===== src/core/cfg_pkg.sv =====
// Constants, field layout and carrier types of the interface clock and frame generator.
// Assumes an 8-bit register port with a 3-bit word address.
package cfg_pkg;
  // Register offsets.
  localparam logic [2:0] OFF_MODE1 = 3'h0;
  localparam logic [2:0] OFF_MODE2 = 3'h1;
  localparam logic [2:0] OFF_BITS  = 3'h2;
  localparam logic [2:0] OFF_TIMER = 3'h3;
  localparam logic [2:0] OFF_CMD   = 3'h4;
  localparam logic [2:0] OFF_STAT  = 3'h5;
  localparam logic [2:0] OFF_COUNT = 3'h6;
  // Field positions.
  localparam int CSS_POS    = 7;
  localparam int PRESC_LSB  = 4;
  localparam int IMODE_LSB  = 2;
  localparam int SHAPE_LSB  = 5;
  localparam int DBL_POS    = 4;
  localparam int BITSHI_LSB = 0;
  localparam int START_POS  = 0;
  localparam int STOP_POS   = 1;
  localparam int RUN_POS    = 0;
  localparam int SF_POS     = 1;
  // Reset values.
  localparam logic [7:0] MODE1_RST = 8'h00;
  localparam logic [7:0] MODE2_RST = 8'h00;
  localparam logic [9:0] BITS_RST  = 10'h0FF;
  // Prescaler codes.
  localparam logic [1:0] PRESC_DIV2  = 2'h0;
  localparam logic [1:0] PRESC_DIV15 = 2'h1;
  localparam logic [1:0] PRESC_DIV1  = 2'h2;
  localparam logic [1:0] PRESC_BAD   = 2'h3;
  // Interface modes.
  localparam logic [1:0] IM0 = 2'h0;
  localparam logic [1:0] IM1 = 2'h1;
  localparam logic [1:0] IM2 = 2'h2;
  localparam logic [1:0] IM3 = 2'h3;
  // Frame pulse shapes.
  localparam logic [2:0] SH_M0   = 3'h0;
  localparam logic [2:0] SH_M1   = 3'h1;
  localparam logic [2:0] SH_M2   = 3'h2;
  localparam logic [2:0] SH_M3   = 3'h3;
  localparam logic [2:0] SH_M4   = 3'h4;
  localparam logic [2:0] SH_RSVD = 3'h5;
  localparam logic [2:0] SH_M6   = 3'h6;
  localparam logic [2:0] SH_M7   = 3'h7;
  // Bit positions within a frame.
  localparam logic [9:0] MARK_BIT  = 10'h0FB;
  localparam logic [9:0] WIDE_BITS = 10'h020;
  localparam logic [9:0] M4_START  = 10'h010;
  localparam logic [9:0] TS3_LAST  = 10'h01F;
  // Timer pacing, in frames of the 8 kHz structure.
  localparam int FRAME_US    = 125;
  localparam int STEP_US     = 250;
  localparam int STEP_FRAMES = STEP_US / FRAME_US;

  typedef struct packed {
    logic       clock_source_select;
    logic [1:0] presc;
    logic [1:0] imode;
    logic [2:0] shape;
    logic       dbl;
    logic [9:0] bits_m1;
  } cfg_cfg_t;

  typedef enum logic [1:0] {CFG_TMR_STOP, CFG_TMR_ARM, CFG_TMR_RUN} cfg_tmr_t;
endpackage


===== src/core/cfg_clock_frame_gen.sv =====
// Clock source selection, prescaler, data clock and frame pulse generation of the port.
// Assumes all pins are synchronous to i_sys_clk, which runs well above the source clocks.
//
// What this block does
// - PCM side always framed by the PCM clock and frame inputs.
// - Source select 0: reference from PCM clock, drive clock and frame pins.
// - Source select 1: reference from external clock, frames from external frame.
// - Prescaler 00 divides by 2, 01 by 1.5, 10 by 1; 11 forbidden.
// - Interface mode 2 runs the reference at half the data rate.
// - Clock rate bit 0 gives data clock at data rate; PCM mode only.
// - Clock rate bit 1 doubles data clock, only in modes 0 and 3 with source select 0.
// - PCM mode drives frame output shaped by the framing field, unshifted.
// - Framing field selects modes 0 to 7; code 5 reserved.
// - Mode 0: active-low one-bit pulse marking bit 251.
// - Mode 1: mode 0 pulse delayed one timing event: half a reference period, a whole one in interface mode 3.
// - Mode 2: mode 3 pulse advanced one timing event: half a reference period, a whole one in interface mode 3.
// - Mode 3: pulse one bit wide, two data-clock periods when the data clock is doubled.
// - Mode 4: pulse rises at timeslot 2 instead of timeslot 0.
// - Mode 6: rises at timeslot 0 bit 7, high for 32 bits.
// - Mode 7: mode 3 shape one frame per timer expiry, else mode 6.
// - Start loads inverted timer value; steps after timeslot 3, then every 250 us.
// - Timer at zero raises interrupt and next pulse takes mode 3 shape.
// - Timer stopped in mode 7 gives only the mode 6 shape.
// - Selected frame input starts the frame on a rising sampled level.
// - Interface mode field selects port arrangement and bit pacing.
`timescale 1ns/100ps
module cfg_clock_frame_gen #(
  parameter int TIMER_W = 7
) (
  input  wire logic       i_sys_clk,
  input  wire logic       i_rst,
  input  wire logic [2:0] i_addr,
  input  wire logic [7:0] i_wdata,
  input  wire logic       i_wr,
  input  wire logic       i_rd,
  output logic      [7:0] o_rdata,
  input  wire logic       i_pcm_clock_in,
  input  wire logic       i_pcm_frame_in,
  input  wire logic       i_data_clock_pin,
  input  wire logic       i_frame_pin,
  output logic            o_data_clock_pin,
  output logic            o_data_clock_pin_oe,
  output logic            o_frame_pin,
  output logic            o_frame_pin_oe,
  output logic            o_reference_clock,
  output logic            o_pcm_frame_start,
  output logic            o_timer_irq
);
  if (TIMER_W < 1 || TIMER_W > 7) begin : g_chk
    $error("TIMER_W must lie between 1 and 7");
  end

  cfg_pkg::cfg_cfg_t     cfg;
  cfg_pkg::cfg_tmr_t     state;
  logic [TIMER_W-1:0]    superframe_timer_value;
  logic [TIMER_W-1:0]    tcount;
  logic [TIMER_W-1:0]    next_tcount;
  logic                  step;
  logic                  sf_pend;
  logic                  sf_frame;
  logic                  src_clk;
  logic                  src_frm;
  logic                  src_q;
  logic                  src_rise;
  logic                  src_edge;
  logic                  ref_clk;
  logic                  ref_q;
  logic [1:0]            pcnt;
  logic                  ev;
  logic [1:0]            epb_m1;
  logic [1:0]            phase;
  logic [9:0]            bitn;
  logic                  fs_cap;
  logic                  sync;
  logic                  bit_end;
  logic                  ts3_pass;
  logic                  pcm_q;
  logic                  pcm_fs_cap;
  logic                  start_cmd;
  logic                  stop_cmd;
  logic                  tick_inc;
  logic                  dbl_eff;
  logic [2:0]            eff_shape;
  logic                  frm_lvl;
  logic                  dclk_lvl;

  assign start_cmd = i_wr && i_addr == cfg_pkg::OFF_CMD && i_wdata[cfg_pkg::START_POS];
  assign stop_cmd  = i_wr && i_addr == cfg_pkg::OFF_CMD && i_wdata[cfg_pkg::STOP_POS];

  // Configuration writes.
  always_ff @(posedge i_sys_clk) begin
    if (i_rst) begin
      cfg.clock_source_select     <= cfg_pkg::MODE1_RST[cfg_pkg::CSS_POS];
      cfg.presc   <= cfg_pkg::MODE1_RST[cfg_pkg::PRESC_LSB +: 2];
      cfg.imode   <= cfg_pkg::MODE1_RST[cfg_pkg::IMODE_LSB +: 2];
      cfg.shape   <= cfg_pkg::MODE2_RST[cfg_pkg::SHAPE_LSB +: 3];
      cfg.dbl     <= cfg_pkg::MODE2_RST[cfg_pkg::DBL_POS];
      cfg.bits_m1 <= cfg_pkg::BITS_RST;
      superframe_timer_value        <= '0;
    end else if (i_wr) begin
      if (i_addr == cfg_pkg::OFF_MODE1) begin
        cfg.clock_source_select   <= i_wdata[cfg_pkg::CSS_POS];
        cfg.imode <= i_wdata[cfg_pkg::IMODE_LSB +: 2];
        // A forbidden divisor would leave the reference clock undefined.
        if (i_wdata[cfg_pkg::PRESC_LSB +: 2] != cfg_pkg::PRESC_BAD) begin
          cfg.presc <= i_wdata[cfg_pkg::PRESC_LSB +: 2];
        end
      end else if (i_addr == cfg_pkg::OFF_MODE2) begin
        cfg.dbl              <= i_wdata[cfg_pkg::DBL_POS];
        cfg.bits_m1[9:8]     <= i_wdata[cfg_pkg::BITSHI_LSB +: 2];
        if (i_wdata[cfg_pkg::SHAPE_LSB +: 3] != cfg_pkg::SH_RSVD) begin
          cfg.shape <= i_wdata[cfg_pkg::SHAPE_LSB +: 3];
        end
      end else if (i_addr == cfg_pkg::OFF_BITS) begin
        cfg.bits_m1[7:0] <= i_wdata;
      end else if (i_addr == cfg_pkg::OFF_TIMER) begin
        superframe_timer_value <= i_wdata[TIMER_W-1:0];
      end
    end
  end

  // Read port; unmapped offsets read as zero.
  always_ff @(posedge i_sys_clk) begin
    if (i_rst) begin
      o_rdata <= 8'h00;
    end else if (i_rd) begin
      if (i_addr == cfg_pkg::OFF_MODE1) begin
        o_rdata <= {cfg.clock_source_select, 1'b0, cfg.presc, cfg.imode, 2'b00};
      end else if (i_addr == cfg_pkg::OFF_MODE2) begin
        o_rdata <= {cfg.shape, cfg.dbl, 2'b00, cfg.bits_m1[9:8]};
      end else if (i_addr == cfg_pkg::OFF_BITS) begin
        o_rdata <= cfg.bits_m1[7:0];
      end else if (i_addr == cfg_pkg::OFF_TIMER) begin
        o_rdata <= 8'({1'b0, superframe_timer_value});
      end else if (i_addr == cfg_pkg::OFF_STAT) begin
        o_rdata <= {6'h00, sf_pend, state != cfg_pkg::CFG_TMR_STOP};
      end else if (i_addr == cfg_pkg::OFF_COUNT) begin
        o_rdata <= 8'({1'b0, tcount});
      end else begin
        o_rdata <= 8'h00;
      end
    end else begin
      o_rdata <= 8'h00;
    end
  end

  // Source selection for the port side only.
  assign src_clk  = cfg.clock_source_select ? i_data_clock_pin : i_pcm_clock_in;
  assign src_frm  = cfg.clock_source_select ? i_frame_pin : i_pcm_frame_in;
  assign src_rise = src_clk && !src_q;
  assign src_edge = src_clk != src_q;

  // Prescaler. Division by 1.5 toggles on two of every three source edges.
  always_ff @(posedge i_sys_clk) begin
    if (i_rst) begin
      src_q   <= 1'b0;
      ref_clk <= 1'b0;
      ref_q   <= 1'b0;
      pcnt    <= 2'h0;
    end else begin
      src_q <= src_clk;
      ref_q <= ref_clk;
      case (cfg.presc)
        cfg_pkg::PRESC_DIV1: begin
          ref_clk <= src_clk;
        end
        cfg_pkg::PRESC_DIV15: begin
          if (src_edge) begin
            pcnt <= (pcnt == 2'h2) ? 2'h0 : pcnt + 2'h1;
            if (pcnt != 2'h2) begin
              ref_clk <= !ref_clk;
            end
          end
        end
        default: begin
          if (src_rise) begin
            ref_clk <= !ref_clk;
          end
        end
      endcase
    end
  end

  assign o_reference_clock = ref_clk;

  // Timing events per bit: mode 3 and 0 give four, mode 1 two, mode 2 one.
  always_comb begin
    case (cfg.imode)
      cfg_pkg::IM3: epb_m1 = 2'h3;
      cfg_pkg::IM0: epb_m1 = 2'h3;
      cfg_pkg::IM1: epb_m1 = 2'h1;
      default:      epb_m1 = 2'h0;
    endcase
  end

  // Mode 3 counts only rising reference edges, the others both edges.
  assign ev       = (cfg.imode == cfg_pkg::IM3) ? (ref_clk && !ref_q) : (ref_clk != ref_q);
  assign bit_end  = ev && phase == epb_m1;
  assign ts3_pass = bit_end && bitn == cfg_pkg::TS3_LAST;

  // Frame input is captured on each rising source edge; a low-to-high step syncs.
  assign sync = src_rise && src_frm && !fs_cap;

  always_ff @(posedge i_sys_clk) begin
    if (i_rst) begin
      fs_cap <= 1'b0;
    end else if (src_rise) begin
      fs_cap <= src_frm;
    end
  end

  // Bit position inside the frame; the sync wins over a coinciding event.
  always_ff @(posedge i_sys_clk) begin
    if (i_rst) begin
      phase <= 2'h0;
      bitn  <= 10'h000;
    end else if (sync) begin
      phase <= 2'h0;
      bitn  <= 10'h000;
    end else if (ev) begin
      if (phase == epb_m1) begin
        phase <= 2'h0;
        bitn  <= (bitn == cfg.bits_m1) ? 10'h000 : bitn + 10'h001;
      end else begin
        phase <= phase + 2'h1;
      end
    end
  end

  // The PCM side keeps its own framing whatever the port uses.
  always_ff @(posedge i_sys_clk) begin
    if (i_rst) begin
      pcm_q             <= 1'b0;
      pcm_fs_cap        <= 1'b0;
      o_pcm_frame_start <= 1'b0;
    end else begin
      pcm_q             <= i_pcm_clock_in;
      o_pcm_frame_start <= i_pcm_clock_in && !pcm_q && i_pcm_frame_in && !pcm_fs_cap;
      if (i_pcm_clock_in && !pcm_q) begin
        pcm_fs_cap <= i_pcm_frame_in;
      end
    end
  end

  // Superframe timer, stepped once per 250 us after the first timeslot 3 pass.
  assign next_tcount = tcount + TIMER_W'(1);
  assign tick_inc    = ts3_pass && (state == cfg_pkg::CFG_TMR_ARM ||
                       (state == cfg_pkg::CFG_TMR_RUN && step == 1'(cfg_pkg::STEP_FRAMES - 1)));

  always_ff @(posedge i_sys_clk) begin
    if (i_rst) begin
      state       <= cfg_pkg::CFG_TMR_STOP;
      tcount      <= '0;
      step        <= 1'b0;
      sf_pend     <= 1'b0;
      o_timer_irq <= 1'b0;
    end else begin
      o_timer_irq <= 1'b0;
      if (sync) begin
        sf_pend <= 1'b0;
      end
      if (stop_cmd) begin
        state   <= cfg_pkg::CFG_TMR_STOP;
        sf_pend <= 1'b0;
      end else if (start_cmd) begin
        state  <= cfg_pkg::CFG_TMR_ARM;
        tcount <= ~superframe_timer_value;
        step   <= 1'b0;
      end else begin
        if (ts3_pass && state == cfg_pkg::CFG_TMR_RUN) begin
          step <= !step;
        end
        if (tick_inc) begin
          state <= cfg_pkg::CFG_TMR_RUN;
          step  <= 1'b0;
          if (next_tcount == '0) begin
            // Expiry wins over a frame start clearing the marker in the same cycle.
            o_timer_irq <= 1'b1;
            sf_pend     <= 1'b1;
            tcount      <= ~superframe_timer_value;
          end else begin
            tcount <= next_tcount;
          end
        end
      end
    end
  end

  // The marker taken at a frame start shapes that frame, unless a stop command clears it first.
  always_ff @(posedge i_sys_clk) begin
    if (i_rst) begin
      sf_frame <= 1'b0;
    end else if (stop_cmd) begin
      sf_frame <= 1'b0;
    end else if (sync) begin
      sf_frame <= sf_pend && state != cfg_pkg::CFG_TMR_STOP;
    end
  end

  assign eff_shape = (cfg.shape != cfg_pkg::SH_M7) ? cfg.shape :
                     (sf_frame ? cfg_pkg::SH_M3 : cfg_pkg::SH_M6);

  // Outside interface mode 3 half a reference period is one timing event; with one event per bit it is a whole bit.
  always_comb begin
    case (eff_shape)
      cfg_pkg::SH_M0: frm_lvl = bitn != cfg_pkg::MARK_BIT;
      cfg_pkg::SH_M1: frm_lvl = !((bitn == cfg_pkg::MARK_BIT && phase != 2'h0) ||
                        (bitn == cfg_pkg::MARK_BIT + 10'h001 && phase == 2'h0));
      cfg_pkg::SH_M2: frm_lvl = (bitn == 10'h000 && phase != epb_m1) ||
                        (bitn == cfg.bits_m1 && phase == epb_m1);
      cfg_pkg::SH_M3: frm_lvl = bitn == 10'h000;
      cfg_pkg::SH_M4: frm_lvl = bitn >= cfg_pkg::M4_START &&
                        bitn < cfg_pkg::M4_START + cfg_pkg::WIDE_BITS;
      default:        frm_lvl = bitn < cfg_pkg::WIDE_BITS;
    endcase
  end

  // Doubling is honoured only where the data clock can carry it.
  assign dbl_eff = cfg.dbl && !cfg.clock_source_select && (cfg.imode == cfg_pkg::IM0 ||
                   cfg.imode == cfg_pkg::IM3);

  // Mode 2 has one event per bit, so its data clock is a short pulse per bit.
  always_comb begin
    case (cfg.imode)
      cfg_pkg::IM2: dclk_lvl = ev;
      cfg_pkg::IM1: dclk_lvl = !phase[0];
      default:      dclk_lvl = dbl_eff ? !phase[0] : !phase[1];
    endcase
  end

  // Pins are driven only while the port runs from the PCM clocks.
  always_ff @(posedge i_sys_clk) begin
    if (i_rst) begin
      o_data_clock_pin    <= 1'b0;
      o_data_clock_pin_oe <= 1'b0;
      o_frame_pin         <= 1'b0;
      o_frame_pin_oe      <= 1'b0;
    end else begin
      o_data_clock_pin    <= dclk_lvl;
      o_data_clock_pin_oe <= !cfg.clock_source_select;
      o_frame_pin         <= frm_lvl;
      o_frame_pin_oe      <= !cfg.clock_source_select;
    end
  end
endmodule


===== config.mk =====
export PLATFORM = sky130hd
export DESIGN_NAME = cfg_clock_frame_gen
export DESIGN_NICKNAME = d
export VERILOG_FILES = /design/src/core/cfg_pkg.sv /design/src/core/cfg_clock_frame_gen.sv
export SDC_FILE = /design/constraint.sdc
export NUM_CORES = 1
export LEC_CHECK = 0
export ABC_CLOCK_PERIOD_IN_PS = 2500
export BUFFER_PORTS_ARGS = -buffer_cell sky130_fd_sc_hd__buf_2
export CORE_ASPECT_RATIO = 1.4
export CORE_UTILIZATION = 50
export DETAILED_ROUTE_END_ITERATION = 6
export PLACE_DENSITY = 0.77
export SLEW_MARGIN = 20
export SYNTH_ARGS = -nofsm -noshare
export SYNTH_HDL_FRONTEND = slang
export SYNTH_SLANG_ARGS = --single-unit

===== constraint.sdc =====
create_clock -name i_sys_clk -period 2.5 [get_ports i_sys_clk]
set_input_delay 0.375 -clock i_sys_clk [delete_from_list [all_inputs] [get_ports i_sys_clk]]
set_output_delay 0.375 -clock i_sys_clk [all_outputs]
set_load 0.01 [all_outputs]

======== Yosys cells after proc, flatten, opt, wreduce, memory -nomap -nowiden ========
Cells that the tools add are included.
storage, ports and cells
  register bits ........................... 71
  output and inout bits ................... 15
cells by class
  $add $sub $neg .......................... 4
  multiplexer cells ....................... 35
  reduce and logical (&&, ||, !) cells .... 67
  equality and inequality tests ........... 33
  magnitude comparators ................... 3
  bitwise gates (word level) .............. 7
operators by type and width
  kind                                                                     number
  7-bit two-way mux                                                        6
  8-bit two-way mux                                                        3
  1-bit logical AND                                                        23
  10-bit by 8-bit == test with 1-bit output (second input constant)        2
  10-bit by 6-bit < comparator with 1-bit output (second input constant)   2
  1-bit two-way mux                                                        17
  3-bit by 2-bit == test with 1-bit output (second input constant)         4
  3-bit == test (second input constant)                                    4
  1-bit zero test                                                          11
  10-bit by 1-bit adder with 10-bit output (second input constant)         1
  10-bit == test                                                           1
  10-bit by 5-bit == test with 1-bit output (second input constant)        1
  2-bit == test (second input constant)                                    5
  10-bit by 5-bit >= comparator with 1-bit output (second input constant)  1
  10-bit zero test                                                         1
  10-bit two-way mux                                                       1
  10-bit by 8-bit != test with 1-bit output (second input constant)        1
  2-bit AND reduction                                                      5
  3-bit AND reduction                                                      3
  2-bit != test (second input constant)                                    4
  4-bit AND reduction                                                      2
  2-bit OR reduction                                                       4
  7-bit by 1-bit adder with 7-bit output (second input constant)           1
  7-bit zero test                                                          1
  22 further kinds                                                         45

======== Depth between registers and ports, before layout ========
  depth in word-level cells ............... 10
  mapped depth ............................ 8
  mapped depth without buffers ............ 7

======== Least setup slack after synthesis ========
OpenSTA, ideal clock, no wires.
  kind .................................... reg-to-reg
  from .................................... register cfg[14] in the netlist's numbering
  to ...................................... register tcount[1]
  data required time ...................... 2.363 ns
  library setup time ...................... 0.137 ns
  stages on the path, launching flop included .. 9
  clock period less this slack ............ 2.041 ns
  data arrival time ....................... 1.904 ns
  path slack .............................. 0.459 ns
  path through ............................ dfxtp_1 -> inv_1 -> ha_1 -> xnor2_1 -> and4_1 -> buf_2 -> nand3_1 -> a21oi_2 -> a211oi_2
between the ends
  cells in the longest elaborated chain, start to end .. 9
  elaborated cells between the ends (all ways) .. 12
  those cells by class .................... eq/ne (3); mux (2); reduce/logical (7)
RTL lines
  item                                              RTL line                                                RTL
  from (decl)                                       cfg_clock_frame_gen.sv:53                               cfg_pkg::cfg_cfg_t cfg;
  2-bit == test or 2-bit zero test (tied branches)  cfg_clock_frame_gen.sv:188, cfg_clock_frame_gen.sv:197
  2-bit OR reduction (no line)                      -
  2-bit one-hot mux with 2 select lines             cfg_clock_frame_gen.sv:188                              case (cfg.imode)
  2-bit == test                                     cfg_clock_frame_gen.sv:198                              assign bit_end = ev && phase == epb_m1;
  1-bit logical AND (*)                             cfg_clock_frame_gen.sv:198
  1-bit logical AND (*)                             cfg_clock_frame_gen.sv:199                              assign ts3_pass = bit_end && bitn == cfg_pkg::TS3_LAST;
  1-bit logical AND (*)                             cfg_clock_frame_gen.sv:247                              assign tick_inc = ts3_pass && (state == cfg_pkg::CFG_TMR_ARM ||
  2-bit nonzero test (no line) (*)                  -
  2-bit AND reduction (no line) (*)                 -
  to (signal assigned)                              cfg_clock_frame_gen.sv:267                              tcount <= ~superframe_timer_value;
  to (signal assigned)                              cfg_clock_frame_gen.sv:280                              tcount <= ~superframe_timer_value;
  to (signal assigned)                              cfg_clock_frame_gen.sv:282                              tcount <= next_tcount;
  to (decl)                                         cfg_clock_frame_gen.sv:56                               logic [TIMER_W-1:0] tcount;
Every way passes the cells marked *; elsewhere a longest branch is shown, timed or not.
A chain may end at the register's enable or synchronous reset.

======== Final worst setup path ========
  from .................................... register cfg[14] in the netlist's numbering
  to ...................................... register bitn[5]
between the ends
  cells in the longest elaborated chain, start to end .. 5
  elaborated cells between the ends (all ways) .. 8
  those cells by class .................... eq/ne (3); mux (2); reduce/logical (3)
RTL lines
  item                                              RTL line                                                RTL
  2-bit == test or 2-bit zero test (tied branches)  cfg_clock_frame_gen.sv:188, cfg_clock_frame_gen.sv:197
  2-bit OR reduction (no line)                      -
  2-bit one-hot mux with 2 select lines             cfg_clock_frame_gen.sv:188
  2-bit == test                                     cfg_clock_frame_gen.sv:221                              if (phase == epb_m1) begin
  2-bit AND reduction (no line) (*)                 -
  to (signal assigned)                              cfg_clock_frame_gen.sv:223                              bitn <= (bitn == cfg.bits_m1) ? 10'h000 : bitn + 10'h001;
  to (decl)                                         cfg_clock_frame_gen.sv:72                               logic [9:0] bitn;
Marks and branches as above.

==> impl_metrics.ini <==
[run_status]
outcome = finished clean

[placed_design]
hpwl_mm = 7.394
numPortBuffers = 33
place_inst = 561
gp_congestion = 0.8963

[detailed_routing]
first_pass_iters = 5
drc = 0
ant_nets = 0
wl_per_cell_um = 17.10
via_count = 3446
totalWireLength_mm = 9.869
drt_iter0_drc = 245
drt-vias-per-instance = 5.972

[worst_setup_path]
critPathMaxFanout = 9
cp_slowest_cell = dfxtp_1
crit_required_ns = 2.73
crit_path_end_kind = flop
cp-start-kind = flop
path_class = reg2reg
cp.arrival_ns = 2.49
crit_buf_inv = 2
slowest_delay_ns = 0.38
cp_top_family = simple AND/OR/NAND/NOR gates
path_cells = inv_1 -> ha_1 -> xnor2_2 -> nand4_2 -> buf_4 -> nor4_1 -> xnor2_1 -> nor2_1

[clocking]
clockRootBuffer = clkbuf_8
tritoncts = built
clk_pin_slew_ns = 0.08
clk_latency_ns = 0.36
cts_setup_buffers = 0
cts_buffers = 9
cts.sinks = 71
h-tree-depth = 3
cts_resized = 0
cts_hold_buf = 0
cts_buffer_depth = 2

[timing]
finalCritPeriodShare_pct = 90.07
maxSlewHeadroom_pct = 49.66
rsz0062_at_grt = false
setup_viol = 0
tightestPinTransition_ns = 0.7535
finalCriticalPeriod_ns = 2.252
max_freq_ghz = 0.4441
tns_ns = 0
finalHoldViolations = 0
drv_slew = 0
skew_ns = 0.01133

[floorplanning]
die_x_um = 76.18
core_um2 = 7407
start_util_pct = 51.99
die_area_um2 = 8062
num_rows = 37
fp.dieH_um = 105.8
ios = 34

[pwr]
vdd_drop_max_v = 0.0004418
power.density_nw_per_um2 = 535.2
power.leakage_nw = 1.619

[final_layout]
stdcell_count = 577
area_growth_pct = 10.75
post_route_cells_drive_above_1_share_pct = 17.08
final_nets = 503
final_cell_mix = dfxtp_1 (71), nand2_1 (51), nor2_1 (39), buf_2 (33), a21oi_1 (30)
final_common_cell = dfxtp_1
fillers = 682
diodes = 0

[grt]
antenna_found_initial = 0
grt_first_pass_wirelength_mm = 16.06
grt_max_degree = 35
grt_use_total_pct = 25.79
grt_pass1_vias = 3291
grt_overflow = 0

[run]
max_cap_violations = 0

[worst_hold_path]
hold_path_class = in2reg

[synthesis]
seq_area_frac_synth_pct = 36.91
syn-num-nets = 477
synthArstFlopShare_pct = 0
ys_types = 62
synth_edf_count = 0
syn_area_um2 = 3851
synth-main-ff-cell = dfxtp_1
syn_inst = 449
syn_area_per_cell_um2 = 8.577
ys_ff_latch = 71
yosys_warnings = 0
[metal layers]
layer  wire length [um]  part of all wire, %  track usage (%)  up-vias
li1                   -                    -                -     1651
met1               3871                   39            28.57     1641
met2               5144                   52            46.10      127
met3                518                  5.2            5.108       27
met4                335                  3.4            13.87        0
met5                  0                    0                0        -
[synthesized netlist by cell type, types with 9 or more instances]
library cell / instances / share of area (%)
xnor2_1: 22 / 5.0
nor2_1: 39 / 3.8
mux2i_1: 16 / 4.2
clkbuf_1: 13 / 1.3
nand2b_1: 12 / 1.9
o21ai_0: 9 / 1.2
ha_1: 9 / 2.9
dfxtp_1: 71 / 37
nor3_1: 18 / 2.3
a21oi_1: 30 / 3.9
nor2b_1: 10 / 1.6
nand2_1: 51 / 5.0
inv_1: 18 / 1.8
nand3_1: 9 / 1.2
nor4_1: 9 / 1.5
[sequential cells by signal (all words and copies together) (netlist names), 2 cells and up]
signal / cells
cfg: 19
bitn: 10
o_rdata: 8
superframe_timer_value: 7
tcount: 7
pcnt: 2
phase: 2
state: 2
[per-stage QoR]
stage	hold slack (ns)	utilization [%]	power [mW]	setup slack, ns	area [um^2]
global placement	0.4775	55.12	1.469	0.3120	4083
floorplan	0.4374	-	1.390	0.4586	3851
CTS	0.2722	57.48	2.297	0.1878	4258
detailed placement	0.4835	55.12	1.476	0.2182	4083
global route	0.2830	57.58	2.368	0.1087	4265
finish	0.2888	57.58	2.283	0.2484	4265
[cell type report]
class	count	area, um^2	share of cell area (%)
clock inverters	5	33.78	0.7920
well taps	97	121.4	2.845
clock buffers	11	141.4	3.315
repair buffers	42	232.7	5.456
inverters	18	67.56	1.584
multi-input cells	333	2247	52.68
flip-flops and latches	71	1421	33.32
[cells by family (layout without fill, tap and decap cells)]
group,after synthesis,in the layout,synth area share (%)
AND/OR/NAND/NOR,190,190,26.80
AO/OA/AOI/OAI,87,87,17.02
flip-flops,71,71,36.91
buffers and inverters,45,76,4.938
XOR/XNOR,28,28,6.368
multiplexers,19,19,5.036
adder cells (fa/ha/maj),9,9,2.924
[path summary, 6_finish.rpt]
| path | startpoint | to | slack, ns | depth (start not counted) |
|---|---|---|---|---|
| min | i_pcm_frame_in | o_pcm_frame_start | 0.29 | 2 |
| max | cfg[14] | bitn[5] | 0.25 | 8 |
| min reg2reg | cfg[9] | cfg[9] | 0.49 | 2 |
| max reg2reg | cfg[14] | bitn[5] | 0.25 | 8 |
[report_power, final]
group	internal (mW)	switching [mW]
Sequential	1.16	0.0297
Clock	0.385	0.443
Combinational	0.104	0.157
Note: power is estimated with default switching activity, not from simulation.
